<file path="config.mk">
export PLATFORM = sky130hd
export DESIGN_NAME = cardbus_secondary_status_busnum
export DESIGN_NICKNAME = d
export VERILOG_FILES = /design/src/cb_status_busnum_pkg.sv /design/src/cardbus_secondary_status_busnum.sv
export VERILOG_INCLUDE_DIRS = /design/src
export SDC_FILE = /design/constraint.sdc
export NUM_CORES = 1
export LEC_CHECK = 0
export BUFFER_PORTS_ARGS = -buffer_cell sky130_fd_sc_hd__buf_2
export CAP_MARGIN = 20
export CORE_ASPECT_RATIO = 0.6
export CORE_MARGIN = 3
export CORE_UTILIZATION = 40
export CTS_CLUSTER_SIZE = 16
export DETAILED_ROUTE_END_ITERATION = 7
export PLACE_DENSITY_LB_ADDON = 0.25
export SYNTH_ARGS = -nofsm -noshare
export SYNTH_HDL_FRONTEND = slang
export SYNTH_SLANG_ARGS = --single-unit
</file>
<file path="constraint.sdc">
create_clock -name core_clk_in -period 1.55 [get_ports core_clk_in]
set_input_delay 0 -clock core_clk_in [delete_from_list [all_inputs] [get_ports core_clk_in]]
set_output_delay 0 -clock core_clk_in [all_outputs]
set_load 0.005 [all_outputs]
</file>
<file path="src/cb_status_busnum_params.svh">
// Constants for the secondary status and bus-number register bank.
// Assumes byte-addressed configuration space offsets, one function select bit.
`ifndef CB_STATUS_BUSNUM_PARAMS_SVH
`define CB_STATUS_BUSNUM_PARAMS_SVH

// ==========================================================
// Register offsets
`define OFS_SEC_STATUS       8'h16
`define OFS_UPSTREAM_BUS     8'h18
`define OFS_DOWNSTREAM_BUS   8'h19
`define OFS_HIGHEST_BUS      8'h1A

// ==========================================================
// Status bit positions
`define BIT_PARITY           15
`define BIT_SERR             14
`define BIT_MABORT           13
`define BIT_TA_RECEIVED      12
`define BIT_TA_SIGNALED      11
`define BIT_MASTER_DPAR      8

// ==========================================================
// Reset and fixed values
`define SEC_STATUS_RESET     16'h0200
`define SEC_STATUS_FIXED     16'h0200
`define BUSNUM_RESET         8'h00

`endif

</file>
<file path="src/cb_status_busnum_pkg.sv">
// Types for the secondary status and bus-number register bank.
// Assumes the constants header is available on the include path.
package cb_status_busnum_pkg;

  // Secondary-side error events, one-cycle pulses
  typedef struct packed {
    logic parity_error;
    logic card_serr;
    logic master_abort;
    logic target_abort_received;
    logic target_abort_signaled;
    logic cperr_seen;
    logic master_phase;
  } sec_event_t;

  // Configuration access request
  typedef struct packed {
    logic       rd;
    logic       wr;
    logic       func;
    logic [7:0] addr;
    logic [1:0] byte_en;
    logic [15:0] wdata;
  } cfg_req_t;

endpackage

</file>
<file path="src/cardbus_secondary_status_busnum.sv">
// Secondary status and bus-number registers of a two-function card bridge.
// Assumes config accesses arrive as single-cycle strobes on the core clock.
//
// Operation
// Writing one to a sticky status flag clears it.
// Bit 15 sets on secondary address or data parity error.
// Bit 14 sets when card asserts system error; bridge never drives it.
// Bit 13 sets when bridge-initiated cycle ends in master abort.
// Bit 12 sets when bridge-initiated cycle receives target abort.
// Bit 11 sets when bridge as target signals target abort.
// Bits 10 to 9 read constant 01, medium select timing.
// Bit 8 sets on error signal while master with parity response enabled.
// Bit 7 reads zero, no fast back-to-back.
// Bit 6 reads zero, no user-definable features.
// Bit 5 reads zero, clock at most 33 MHz.
// Bits 4 to 0 read zero.
// Status reads 0200 hex after reset.
// Upstream bus register, reset zero, used for forwarding.
// Downstream bus register, reset zero, combined for forwarding.
// Highest downstream bus register, reset zero, bounds forwarding.
// Downstream and highest bus numbers kept per socket function.
// Forward downstream only when target bus lies within downstream..highest.
// Writing zero or writing read-only bits leaves them unchanged.
`include "cb_status_busnum_params.svh"
`timescale 1ns/10ps
`default_nettype none

module cardbus_secondary_status_busnum #(
  parameter int NUM_FUNCS = 2
) (
  input  wire logic                              core_clk_in,
  input  wire logic                              rstn_in,
  input  wire cb_status_busnum_pkg::cfg_req_t    cfg_req_in,
  output logic [15:0]                            cfg_rdata_out,
  input  wire cb_status_busnum_pkg::sec_event_t  sec_event_in [NUM_FUNCS],
  input  wire logic [NUM_FUNCS-1:0]              parity_response_en_in,
  input  wire logic                              fwd_func_in,
  input  wire logic [7:0]                        fwd_target_bus_in,
  output logic                                   fwd_downstream_out,
  output logic                                   fwd_local_out,
  output logic                                   card_serr_oe_out
);
  import cb_status_busnum_pkg::*;

  // Elaboration check: the function select is one bit wide, so only two copies can be reached
  if (NUM_FUNCS != 2)
  begin : g_bad_num_funcs
    $error("NUM_FUNCS must be 2");
  end

  // ==========================================================
  // Address decode
  wire hit_status = cfg_req_in.addr == `OFS_SEC_STATUS;
  wire hit_up     = cfg_req_in.addr == `OFS_UPSTREAM_BUS;
  wire hit_down   = cfg_req_in.addr == `OFS_DOWNSTREAM_BUS;
  wire hit_high   = cfg_req_in.addr == `OFS_HIGHEST_BUS;
  wire [15:0] wmask = {{8{cfg_req_in.byte_en[1]}}, {8{cfg_req_in.byte_en[0]}}};
  wire [15:0] clr_bits = (cfg_req_in.wr && hit_status) ? (cfg_req_in.wdata & wmask) : 16'h0000;

  // Never drive the card's system error line
  assign card_serr_oe_out = 1'b0;

  logic [7:0] upstream_bus_number; // Shared by both functions
  logic [7:0] downstream_bus_number [NUM_FUNCS];
  logic [7:0] highest_downstream_bus_number [NUM_FUNCS];
  logic [4:0] sticky [NUM_FUNCS]; // {15,14,13,12,11}
  logic       dpar [NUM_FUNCS];

  // Upstream bus number, written only through its byte lane
  always_ff @(posedge core_clk_in or negedge rstn_in)
  begin
    if (!rstn_in)
      upstream_bus_number <= `BUSNUM_RESET;
    else if (cfg_req_in.wr && hit_up && cfg_req_in.byte_en[0])
      upstream_bus_number <= cfg_req_in.wdata[7:0];
  end

  // ==========================================================
  // Per-function copies
  genvar f;
  generate
    for (f = 0; f < NUM_FUNCS; f++)
    begin : g_func
      wire sel = cfg_req_in.func == 1'(f);
      wire [4:0] set_bits = {sec_event_in[f].parity_error,
                             sec_event_in[f].card_serr,
                             sec_event_in[f].master_abort,
                             sec_event_in[f].target_abort_received,
                             sec_event_in[f].target_abort_signaled};
      wire [4:0] clr = sel ? clr_bits[`BIT_PARITY:`BIT_TA_SIGNALED] : 5'h00;
      wire set_dpar = sec_event_in[f].cperr_seen && sec_event_in[f].master_phase
                      && parity_response_en_in[f];
      wire clr_dpar = sel && clr_bits[`BIT_MASTER_DPAR];
      wire [4:0] next_sticky = set_bits | (sticky[f] & ~clr); // Set beats clear

      always_ff @(posedge core_clk_in or negedge rstn_in)
      begin
        if (!rstn_in)
        begin
          sticky[f] <= 5'h00;
          dpar[f]   <= 1'b0;
        end
        else
        begin
          sticky[f] <= next_sticky;
          dpar[f]   <= set_dpar | (dpar[f] & ~clr_dpar);
        end
      end

      // Bus numbers held separately per socket function
      always_ff @(posedge core_clk_in or negedge rstn_in)
      begin
        if (!rstn_in)
        begin
          downstream_bus_number[f]         <= `BUSNUM_RESET;
          highest_downstream_bus_number[f] <= `BUSNUM_RESET;
        end
        else if (cfg_req_in.wr && sel && cfg_req_in.byte_en[0])
        begin
          if (hit_down)
            downstream_bus_number[f] <= cfg_req_in.wdata[7:0];
          else if (hit_high)
            highest_downstream_bus_number[f] <= cfg_req_in.wdata[7:0];
        end
      end
    end
  endgenerate

  // ==========================================================
  // Read-back assembly; fixed bits come from a constant
  wire        rf = cfg_req_in.func;
  wire [15:0] status_view = `SEC_STATUS_FIXED
                          | {sticky[rf], 2'b00, dpar[rf], 8'h00};
  wire [15:0] next_rdata = !cfg_req_in.rd ? cfg_rdata_out
                         : hit_status ? status_view
                         : hit_up     ? {8'h00, upstream_bus_number}
                         : hit_down   ? {8'h00, downstream_bus_number[rf]}
                         : hit_high   ? {8'h00, highest_downstream_bus_number[rf]}
                         : 16'h0000;

  // Read data registered one cycle after the strobe
  always_ff @(posedge core_clk_in or negedge rstn_in)
  begin
    if (!rstn_in)
      cfg_rdata_out <= 16'h0000;
    else
      cfg_rdata_out <= next_rdata;
  end

  // ==========================================================
  // Forwarding decision, registered
  wire [7:0] lo = downstream_bus_number[fwd_func_in];
  wire [7:0] hi = highest_downstream_bus_number[fwd_func_in];
  wire next_fwd_down  = (fwd_target_bus_in >= lo) && (fwd_target_bus_in <= hi);
  wire next_fwd_local = fwd_target_bus_in == upstream_bus_number;

  always_ff @(posedge core_clk_in or negedge rstn_in)
  begin
    if (!rstn_in)
    begin
      fwd_downstream_out <= 1'b0;
      fwd_local_out      <= 1'b0;
    end
    else
    begin
      fwd_downstream_out <= next_fwd_down;
      fwd_local_out      <= next_fwd_local;
    end
  end

endmodule // cardbus_secondary_status_busnum

`default_nettype wire

</file>
==> results.py, run 1 <==
metrics = {
    "setup_path": {
        "crit_fanout": 2,
        "end_kind": "flop",
        "cp.required_ns": 1.79,
        "crit_slowest_cell": "dfrtp_1",
        "crit_type": "reg -> reg",
        "slowest_delay_ns": 0.38,
        "start_kind": "flop",
        "worstPathArrival_ns": 1.79,
        "worstPathCellList": "mux2_2, ha_4, nand2_1, nor3_2, nor2_1, a211oi_1",
    },
    "cells_and_area": {
        "n_antenna_cell": 0,
        "layout-drive-gt1-share_pct": 37.8,
        "nets": 527,
        "final_area_um2": 5070,
        "area_delta_synth_final_pct": 37.8,
        "final_util_pct": 58.2,
    },
    "pwr": {
        "power.leakage_nw": 2.44,
        "ir_worst_vdd_v": 0.000652,
        "p_per_area_nw_per_um2": 859,
    },
    "drt": {
        "route.detailed.drc": 0,
        "wirelength_mm": 9.99,
        "drt-pass1-iter-count": 4,
        "vias": 2980,
        "drt_iter0_markers": 141,
        "ant_nets": 0,
        "routedWlPerCell_um": 17.5,
        "via_per_inst": 5.21,
    },
    "yosys": {
        "async_reset_ff_share_pct": 100,
        "ys_seq_elements": 69,
        "synth_top_cell_by_area": "dfrtp_1",
        "post_synth_num_cell_types": 34,
        "netlist_top_cells_area": "dfrtp_1, mux2_2, mux2i_1, ha_1, nand4_1",
        "yosysWarningCount": 0,
        "yosysSeqAreaShare_pct": 46.9,
        "synth-main-ff-cell": "dfrtp_1",
        "synthTopCellsByCount": "dfrtp_1, mux2_2, mux2i_1",
        "synth_area_um2": 3680,
        "synth-edff-count": 0,
        "synthCells": 323,
        "yosysTopAreaCellShare_pct": 46.9,
        "yosysMostFrequentCell": "dfrtp_1",
        "avgSynthCellArea_um2": 11.4,
    },
    "die": {
        "floorplan.initialDensity_pct": 42.2,
        "core_region_area_um2": 8720,
        "die_w_um": 130,
        "fp.dieH_um": 80.3,
        "rows": 26,
        "io_pins": 75,
        "dieArea_um2": 10400,
    },
    "global_route": {
        "groute.usage.overall_pct": 20.6,
        "antenna_found_initial": 0,
        "grt_max_degree": 43,
        "grt_pass1_vias": 3064,
        "grt_pass1_wl_mm": 16.1,
        "grt_overflow": 0,
    },
    "timing": {
        "fin_ws_ns": -0.00235,
        "min_period_ns": 1.55,
        "period_share_pct": 100,
        "finClkSkew_ns": 0.00582,
        "holdWs_ns": 0.0103,
        "slew_viol_final": 0,
        "finalSetupViolations": 1,
        "hold_violations": 0,
        "fmax_ghz": 0.644,
        "fin_setup_tns_ns": -0.00235,
        "grt_setup_unrepaired": "true",
    },
    "placement": {
        "gp_congestion": 0.829,
        "place_hpwl_mm": 7.44,
        "dpl_cell_area_um2": 4450,
        "pre_cts_ws_ns": -0.279,
        "portBuffers": 70,
    },
    "run_status": {
        "violations": "setup timing",
        "outcome": "finished with violations",
    },
    "clocking": {
        "cts_root_buf": "clkbuf_16",
        "htreeDepth": 3,
        "cts-buffers-inserted": 9,
        "clk_pin_slew_worst_paths_ns": 0.06,
        "cts.sinks": 69,
        "cts_tree": "yes",
        "cts_buffer_depth": 2,
        "clkLatencyLatePin_ns": 0.33,
    },
    "hold_path": {
        "hold_class": "in -> reg",
    },
    "job": {
        "drv_cap": 0,
    },
}
## logic make-up (layout without fill, tap and decap cells)
family                     after synthesis  in the layout  share of synthesized area [%]
buffers and inverters                   35            171                           4.08
muxes                                   78             78                           22.6
and+or+nand+nor                         60             60                           10.0
AOI/OAI and AO/OA                       56             56                           8.91
other                                    1              2                          0.102
adders and majority gates               16             16                           5.44
DFF                                     69             69                           46.9
xor gates and xnor gates                 8              8                           1.90
## flip-flops by register name (all words and copies together), names as in the netlist
| signal | cells |
|---|---|
| downstream_bus_number | 16 |
| highest_downstream_bus_number | 16 |
| cfg_rdata_out | 15 |
| sticky | 10 |
| upstream_bus_number | 8 |
| dpar | 2 |
| fwd_downstream_out | 1 |
| fwd_local_out | 1 |
## cell type report
| class | instances | area, µm² |
|---|---|---|
| inverters | 17 | 63.8 |
| well taps | 112 | 140 |
| fillers | 722 | 3650 |
| flip-flops and latches | 69 | 1730 |
| repair buffers | 138 | 986 |
| clock inverters | 6 | 62.6 |
| clock buffers | 10 | 239 |
| multi-input cells | 220 | 1850 |
## layer usage
| metal | routed length (µm) | up-vias | track usage [%] |
|---|---|---|---|
| li1 | - | 1444 | - |
| met1 | 4850 | 1451 | 29.1 |
| met2 | 4400 | 78 | 30.6 |
| met3 | 669 | 7 | 7.51 |
| met4 | 77 | 0 | 3.73 |
| met5 | 0 | - | 0 |
## final timing paths
kind | start | endpoint | slack, ns | cells past startpoint
worst max-delay path | highest_downstream_bus_number[0]$_DFFE_PN0P_ | fwd_downstream_out$_DFF_PN0_ | -0.002 | 6
worst min-delay path | cfg_req_in[7] | highest_downstream_bus_number[7]$_DFFE_PN0P_ | 0.01 | 2
worst max register to register | highest_downstream_bus_number[0]$_DFFE_PN0P_ | fwd_downstream_out$_DFF_PN0_ | -0.002 | 6
worst min register to register | sticky[4]$_DFF_PN0_ | sticky[4]$_DFF_PN0_ | 0.48 | 1
max in group asynchronous | rstn_in | downstream_bus_number[1]$_DFFE_PN0P_ | 0.96 | 3
min in group asynchronous | rstn_in | cfg_rdata_out[13]$_DFFE_PN0P_ | 0.08 | 2
## worst max-delay path: cells and delay by family, from the launching register on
kind / cells / cell delay, ns
AOI/OAI and AO/OA: 1 / 0.20
adders and majority gates: 1 / 0.26
and+or+nand+nor: 3 / 0.32
muxes: 1 / 0.29
DFF: 1 / 0.38
## stage by stage
step | total power, mW | cells
after CTS | 4.40 | 572
final | 4.36 | 572
after floorplan | 2.06 | 324
after detailed placement | 2.28 | 525
after global placement | 2.27 | 525
after global routing | 4.54 | 572
## power by group
group | switching [mW] | internal, mW
clock network | 0.767 | 1.28
logic | 0.235 | 0.236
registers | 0.0165 | 1.82
total | 1.02 | 3.34
## layout by cell type, fill, tap and decap left out, drive strengths merged, types with 3 or more instances in the layout
| cell | Yosys | layout |
|---|---|---|
| a21o | 11 | 11 |
| a21oi | 15 | 15 |
| buf | 5 | 108 |
| clkbuf | 13 | 10 |
| clkinvlp | 0 | 3 |
| dfrtp | 69 | 69 |
| dlygate4sd3 | 0 | 30 |
| ha | 16 | 16 |
| inv | 17 | 17 |
| mux2 | 42 | 42 |
| mux2i | 36 | 36 |
| nand2 | 13 | 13 |
| nand4 | 17 | 17 |
| nor2 | 7 | 7 |
| nor3 | 10 | 10 |
| o21ai | 21 | 21 |
| o22ai | 6 | 6 |
| xnor2 | 8 | 8 |
## timing repair
| action | in CTS | in global routing |
|---|---|---|
| buffers inserted | 1 | 0 |
| endpoints found under the hold margin | 113 | 0 |
| pin swaps | 3 | 2 |
| hold buffers | 30 | 0 |
| endpoints found under the setup margin | 1 | 1 |
| resized for setup | 2 | 1 |
(Power assumes the default switching activity.)
==> run 2, diff against run 1 <==
--- a/config.mk
+++ b/config.mk
@@ -13,6 +13,7 @@
 export CORE_UTILIZATION = 40
 export CTS_CLUSTER_SIZE = 16
 export DETAILED_ROUTE_END_ITERATION = 7
+export HOLD_SLACK_MARGIN = 0.05
 export PLACE_DENSITY_LB_ADDON = 0.25
 export SYNTH_ARGS = -nofsm -noshare
 export SYNTH_HDL_FRONTEND = slang
==> constraint.sdc (replaced) <==
create_clock -name core_clk_in -period 2 [get_ports core_clk_in]
set_input_delay 0 -clock core_clk_in [delete_from_list [all_inputs] [get_ports core_clk_in]]
set_output_delay 0 -clock core_clk_in [all_outputs]
set_load 0.005 [all_outputs]
==> run 2 against run 1 <==
  * The run now ends clean
  * Wire length shrank 0.31%
  * Critical path depth up 1
  * Global-route usage shrank 0.17 points
  * Largest power group unchanged
  * Critical path type is now in -> reg
  * Clock power is 3% lower
  * Sequential share of layout area grew 0.91 points
  * Worst setup slack better by 0.27 ns
  * Via count fell by 2.0%
  * Count of clock-buffer cells in the layout shrank 1
==> results.py, run 2 (synthesized netlist as in run 1, its figures left out) <==
metrics = {
    "clocking": {
        "clk_pin_slew_worst_paths_ns": 0.06,
        "cts_tree": "yes",
        "cts-buffers-inserted": 9,
        "clkLatencyLatePin_ns": 0.33,
        "cts_buffer_depth": 2,
        "htreeDepth": 3,
        "cts_resized": 0,
        "cts.sinks": 69,
        "hold_buffers": 37,
        "postCtsSetupRepairBufs": 0,
        "cts_root_buf": "clkbuf_16",
    },
    "hold_path": {
        "hold_start": "cfg_req_in[28]",
        "hold_class": "in -> reg",
    },
    "setup_path": {
        "start_kind": "input pin",
        "worstPathArrival_ns": 1.95,
        "end_kind": "flop",
        "cp.required_ns": 2.21,
        "setup.worst_path.start": "cfg_req_in[23]",
        "crit_type": "in -> reg",
        "crit_fanout": 6,
        "reg2reg_from": "highest_downstream_bus_number[7]$_DFFE_PN0P_",
    },
    "timing": {
        "fin_setup_tns_ns": 0,
        "finClkSkew_ns": 0.00345,
        "holdWs_ns": 0.186,
        "hold_violations": 0,
        "fmax_ghz": 0.576,
        "relSlewSlack_pct": 62.7,
        "min_period_ns": 1.74,
        "finalSetupViolations": 0,
        "period_share_pct": 86.9,
        "grt_setup_unrepaired": "false",
        "slew_viol_final": 0,
        "worst_pin_slew_ns": 0.560,
    },
    "drt": {
        "drt-pass1-iter-count": 4,
        "routedWlPerCell_um": 18.0,
        "vias": 2919,
        "wirelength_mm": 9.96,
        "drt_iter0_markers": 185,
        "route.detailed.drc": 0,
        "ant_nets": 0,
        "via_per_inst": 5.27,
    },
    "cells_and_area": {
        "layout-drive-gt1-share_pct": 33.3,
        "area_delta_synth_final_pct": 34.2,
        "fin_cells": 554,
        "final_util_pct": 56.7,
        "most-common-layout-cells": "buf_2, dfrtp_1, mux2_2",
        "n_antenna_cell": 0,
        "largest_registers": "downstream_bus_number (16), highest_downstream_bus_number (16), cfg_rdata_out (15)",
        "nets": 509,
        "final_common_cell": "buf_2",
    },
    "pwr": {
        "p_per_area_nw_per_um2": 754,
        "finalPower_mw": 3.72,
        "power.leakage_nw": 2.32,
        "ir_worst_vdd_v": 0.000471,
    },
    "global_route": {
        "grt_pass1_vias": 3151,
        "grt_pass1_wl_mm": 16.2,
        "grt_overflow": 0,
        "antenna_found_initial": 0,
        "grt_max_degree": 30,
        "groute.usage.overall_pct": 20.4,
    },
    "placement": {
        "gp_congestion": 0.781,
        "portBuffers": 70,
        "dp.cells": 501,
        "place_hpwl_mm": 6.78,
    },
    "job": {
        "drv_cap": 0,
    },
    "die": {
        "die_w_um": 130,
        "dieArea_um2": 10400,
        "io_pins": 75,
        "core_region_area_um2": 8720,
        "rows": 26,
        "fp.dieH_um": 80.3,
        "floorplan.initialDensity_pct": 42.2,
    },
    "run_status": {
        "outcome": "completed",
    },
}
run 2: through the flow:
stage	instance area, µm²	worst slack (ns)
after floorplan	3680	0.0728
after global routing	4940	0.0642
after global placement	4200	0.0626
after detailed placement	4200	0.0212
after CTS	4940	0.280
final	4940	0.263
run 2: area by class of cell:
class / count / area [µm²]
fillers: 751 / 3780
multi-input cells: 220 / 1810
flip-flops and latches: 69 / 1730
repair buffers: 120 / 831
clock buffers: 9 / 225
clock inverters: 7 / 146
well taps: 112 / 140
inverters: 17 / 63.8
run 2: power by group:
group	internal, mW	switching (mW)
Sequential	1.41	0.0128
Clock	1.35	0.623
Combinational	0.148	0.174
Total	2.91	0.810
run 2: metal layers:
metal | up-vias | track usage [%] | share of wire [%]
li1 | 1398 | - | -
met1 | 1439 | 28.4 | 48
met2 | 71 | 31.7 | 46
met3 | 11 | 5.51 | 4.7
met4 | 0 | 5.08 | 1.3
met5 | - | 0 | 0
run 2: worst max-delay path, cell delays in order:
cell and delay [ns]:
buf_2 0.10, or4b_4 0.57, nor4b_2 0.27, buf_4 0.19, nand2_1 0.10, a21o_1 0.19
dlygate4sd3_1 0.54
run 2: path summary, 6_finish.rpt:
path / to / slack, ns / depth (start not counted)
max: sticky[8]$_DFF_PN0_ / 0.26 / 7
min: cfg_rdata_out[0]$_DFFE_PN0P_ / 0.19 / 3
max reg2reg: fwd_downstream_out$_DFF_PN0_ / 0.33 / 6
min reg2reg: cfg_rdata_out[4]$_DFFE_PN0P_ / 0.52 / 2
max in group asynchronous: highest_downstream_bus_number[0]$_DFFE_PN0P_ / 1.06 / 3
min in group asynchronous: cfg_rdata_out[4]$_DFFE_PN0P_ / 0.20 / 2
==> run 3, diff against run 2 <==
--- a/config.mk
+++ b/config.mk
@@ -15,6 +15,7 @@
 export DETAILED_ROUTE_END_ITERATION = 7
 export HOLD_SLACK_MARGIN = 0.05
 export PLACE_DENSITY_LB_ADDON = 0.25
+export RECOVER_POWER = 25
 export SYNTH_ARGS = -nofsm -noshare
 export SYNTH_HDL_FRONTEND = slang
 export SYNTH_SLANG_ARGS = --single-unit
==> run 3 against run 2 <==
  * Sequential cell count stayed put
  * First-iteration DRC count is 3.2% lower
  * Power barely moved
  * Sequential power barely moved
  * Combinational power hardly changed
  * Via count fell by 0.34%
  * Critical path depth unchanged
  * Highest routed layer unchanged
==> results.py, run 3 (synthesized netlist as in run 1, its figures left out) <==
metrics = {
    "cells_and_area": {
        "num-fill-cells": 752,
        "multiInputGateArea_um2": 1810,
        "layout-drive-gt1-share_pct": 30.3,
        "n_antenna_cell": 0,
        "area_delta_synth_final_pct": 33.8,
        "largest_registers": "downstream_bus_number (16), highest_downstream_bus_number (16), cfg_rdata_out (15)",
        "fin_cells": 554,
        "seqCellArea_um2": 1730,
        "nets": 509,
        "final_common_cell": "dfrtp_1",
        "most-common-layout-cells": "dfrtp_1, buf_2, mux2_2",
    },
    "job": {
        "drv_cap": 0,
    },
    "clocking": {
        "cts.sinks": 69,
        "cts_buffer_depth": 2,
        "cts_resized": 0,
        "clkLatencyLatePin_ns": 0.33,
        "clk_pin_slew_worst_paths_ns": 0.06,
        "cts_root_buf": "clkbuf_16",
        "htreeDepth": 3,
        "cts-buffers-inserted": 9,
        "cts_tree": "yes",
    },
    "pwr": {
        "ir_worst_vdd_v": 0.000471,
        "p_per_area_nw_per_um2": 756,
        "power.leakage_nw": 2.26,
    },
    "timing": {
        "fmax_ghz": 0.576,
        "hold_violations": 0,
        "grt_setup_unrepaired": "false",
        "finalSetupViolations": 0,
        "min_period_ns": 1.74,
        "relSlewSlack_pct": 9.93,
        "period_share_pct": 86.8,
        "fin_setup_tns_ns": 0,
        "finClkSkew_ns": 0.00374,
        "slew_viol_final": 0,
        "worst_pin_slew_ns": 1.35,
        "holdWs_ns": 0.180,
    },
    "global_route": {
        "grt_max_degree": 30,
        "grt_pass1_wl_mm": 16.2,
        "grt_overflow": 0,
        "grt_pass1_vias": 3151,
        "groute.usage.overall_pct": 20.4,
        "antenna_found_initial": 0,
    },
    "drt": {
        "drt-pass1-iter-count": 4,
        "via_per_inst": 5.25,
        "drt-met1-wl_mm": 4.86,
        "met2_length_mm": 4.56,
        "route.detailed.drc": 0,
        "topRoutingLayerUsed": "met4",
        "routedWlPerCell_um": 18.0,
        "wirelength_mm": 9.95,
        "ant_nets": 0,
        "drt_iter0_markers": 179,
        "vias": 2909,
        "route.met3.wl_um": 398,
    },
    "placement": {
        "dp.cells": 501,
        "place_hpwl_mm": 6.78,
        "gp_congestion": 0.781,
        "portBuffers": 70,
    },
    "setup_path": {
        "crit_type": "in -> reg",
        "crit_fanout": 6,
        "start_kind": "input pin",
        "worstPathArrival_ns": 1.95,
        "cp.required_ns": 2.22,
        "end_kind": "flop",
    },
    "die": {
        "fp.dieH_um": 80.3,
        "die_w_um": 130,
        "dieArea_um2": 10400,
        "io_pins": 75,
        "rows": 26,
        "core_region_area_um2": 8720,
        "floorplan.initialDensity_pct": 42.2,
    },
    "run_status": {
        "outcome": "completed",
    },
    "hold_path": {
        "hold_class": "in -> reg",
    },
}
==> run 3: changes by cell type in the layout (fill, tap and decap cells not counted) <==
cell,previous run,this run
buf_4,12,11
clkbuf_1,0,13
clkbuf_4,0,1
buf_2,70,57
==> run 3: layout make-up <==
cell class                      instances  share of cell area, %
Multi-Input combinational cell        220                   36.7
Sequential cell                        69                   35.1
Timing Repair Buffer                  120                   16.5
Clock buffer                            9                   4.57
Clock inverter                          7                   2.97
Tap cell                              112                   2.85
Inverter                               17                   1.30
==> run 3: power by group <==
group | internal [mW] | leakage, nW | switching (mW)
combinational | 0.147 | 1.18 | 0.174
clock | 1.35 | 0.180 | 0.624
sequential | 1.41 | 0.898 | 0.0129
==> run 3: timing repair <==
action,CTS,global route
setup buffers,0,0
endpoints found under the setup margin,0,0
hold buffers,37,0
endpoints found under the hold margin,73,0
==> run 3: worst max-delay path: stages <==
cell and delay, ns:
buf_2 0.10, or4b_4 0.57, nor4b_2 0.27, buf_4 0.19, nand2_1 0.09, a21o_1 0.19
dlygate4sd3_1 0.54
==> run 3: metrics by stage <==
step | worst slack (ns) | power, mW | area [µm²] | utilization (%)
3_5_place_dp | 0.0212 | 1.73 | 4200 | 48.1
2_1_floorplan | 0.0728 | 1.59 | 3680 | -
4_1_cts | 0.280 | 3.76 | 4940 | 56.7
5_1_grt | 0.0642 | 3.87 | 4920 | 56.5
3_3_place_gp | 0.0626 | 1.73 | 4200 | 48.1
6_report | 0.264 | 3.72 | 4920 | 56.5
==> run 3: final timing paths <==
path,startpoint,cells past startpoint,slack [ns],to
worst max-delay path,cfg_req_in[23],7,0.26,sticky[8]$_DFF_PN0_
worst min-delay path,cfg_req_in[28],3,0.18,cfg_rdata_out[0]$_DFFE_PN0P_
worst max register to register,highest_downstream_bus_number[7]$_DFFE_PN0P_,6,0.33,fwd_downstream_out$_DFF_PN0_
worst min register to register,cfg_rdata_out[2]$_DFFE_PN0P_,2,0.52,cfg_rdata_out[2]$_DFFE_PN0P_
max in group asynchronous,rstn_in,3,0.37,sticky[2]$_DFF_PN0_
min in group asynchronous,rstn_in,2,0.51,cfg_rdata_out[5]$_DFFE_PN0P_
==> run 3: routing by layer <==
layer | vias up | global-route usage (%)
met5 | - | 0
met4 | 0 | 5.08
met3 | 12 | 5.51
met2 | 55 | 31.7
met1 | 1443 | 28.4
li1 | 1399 | -
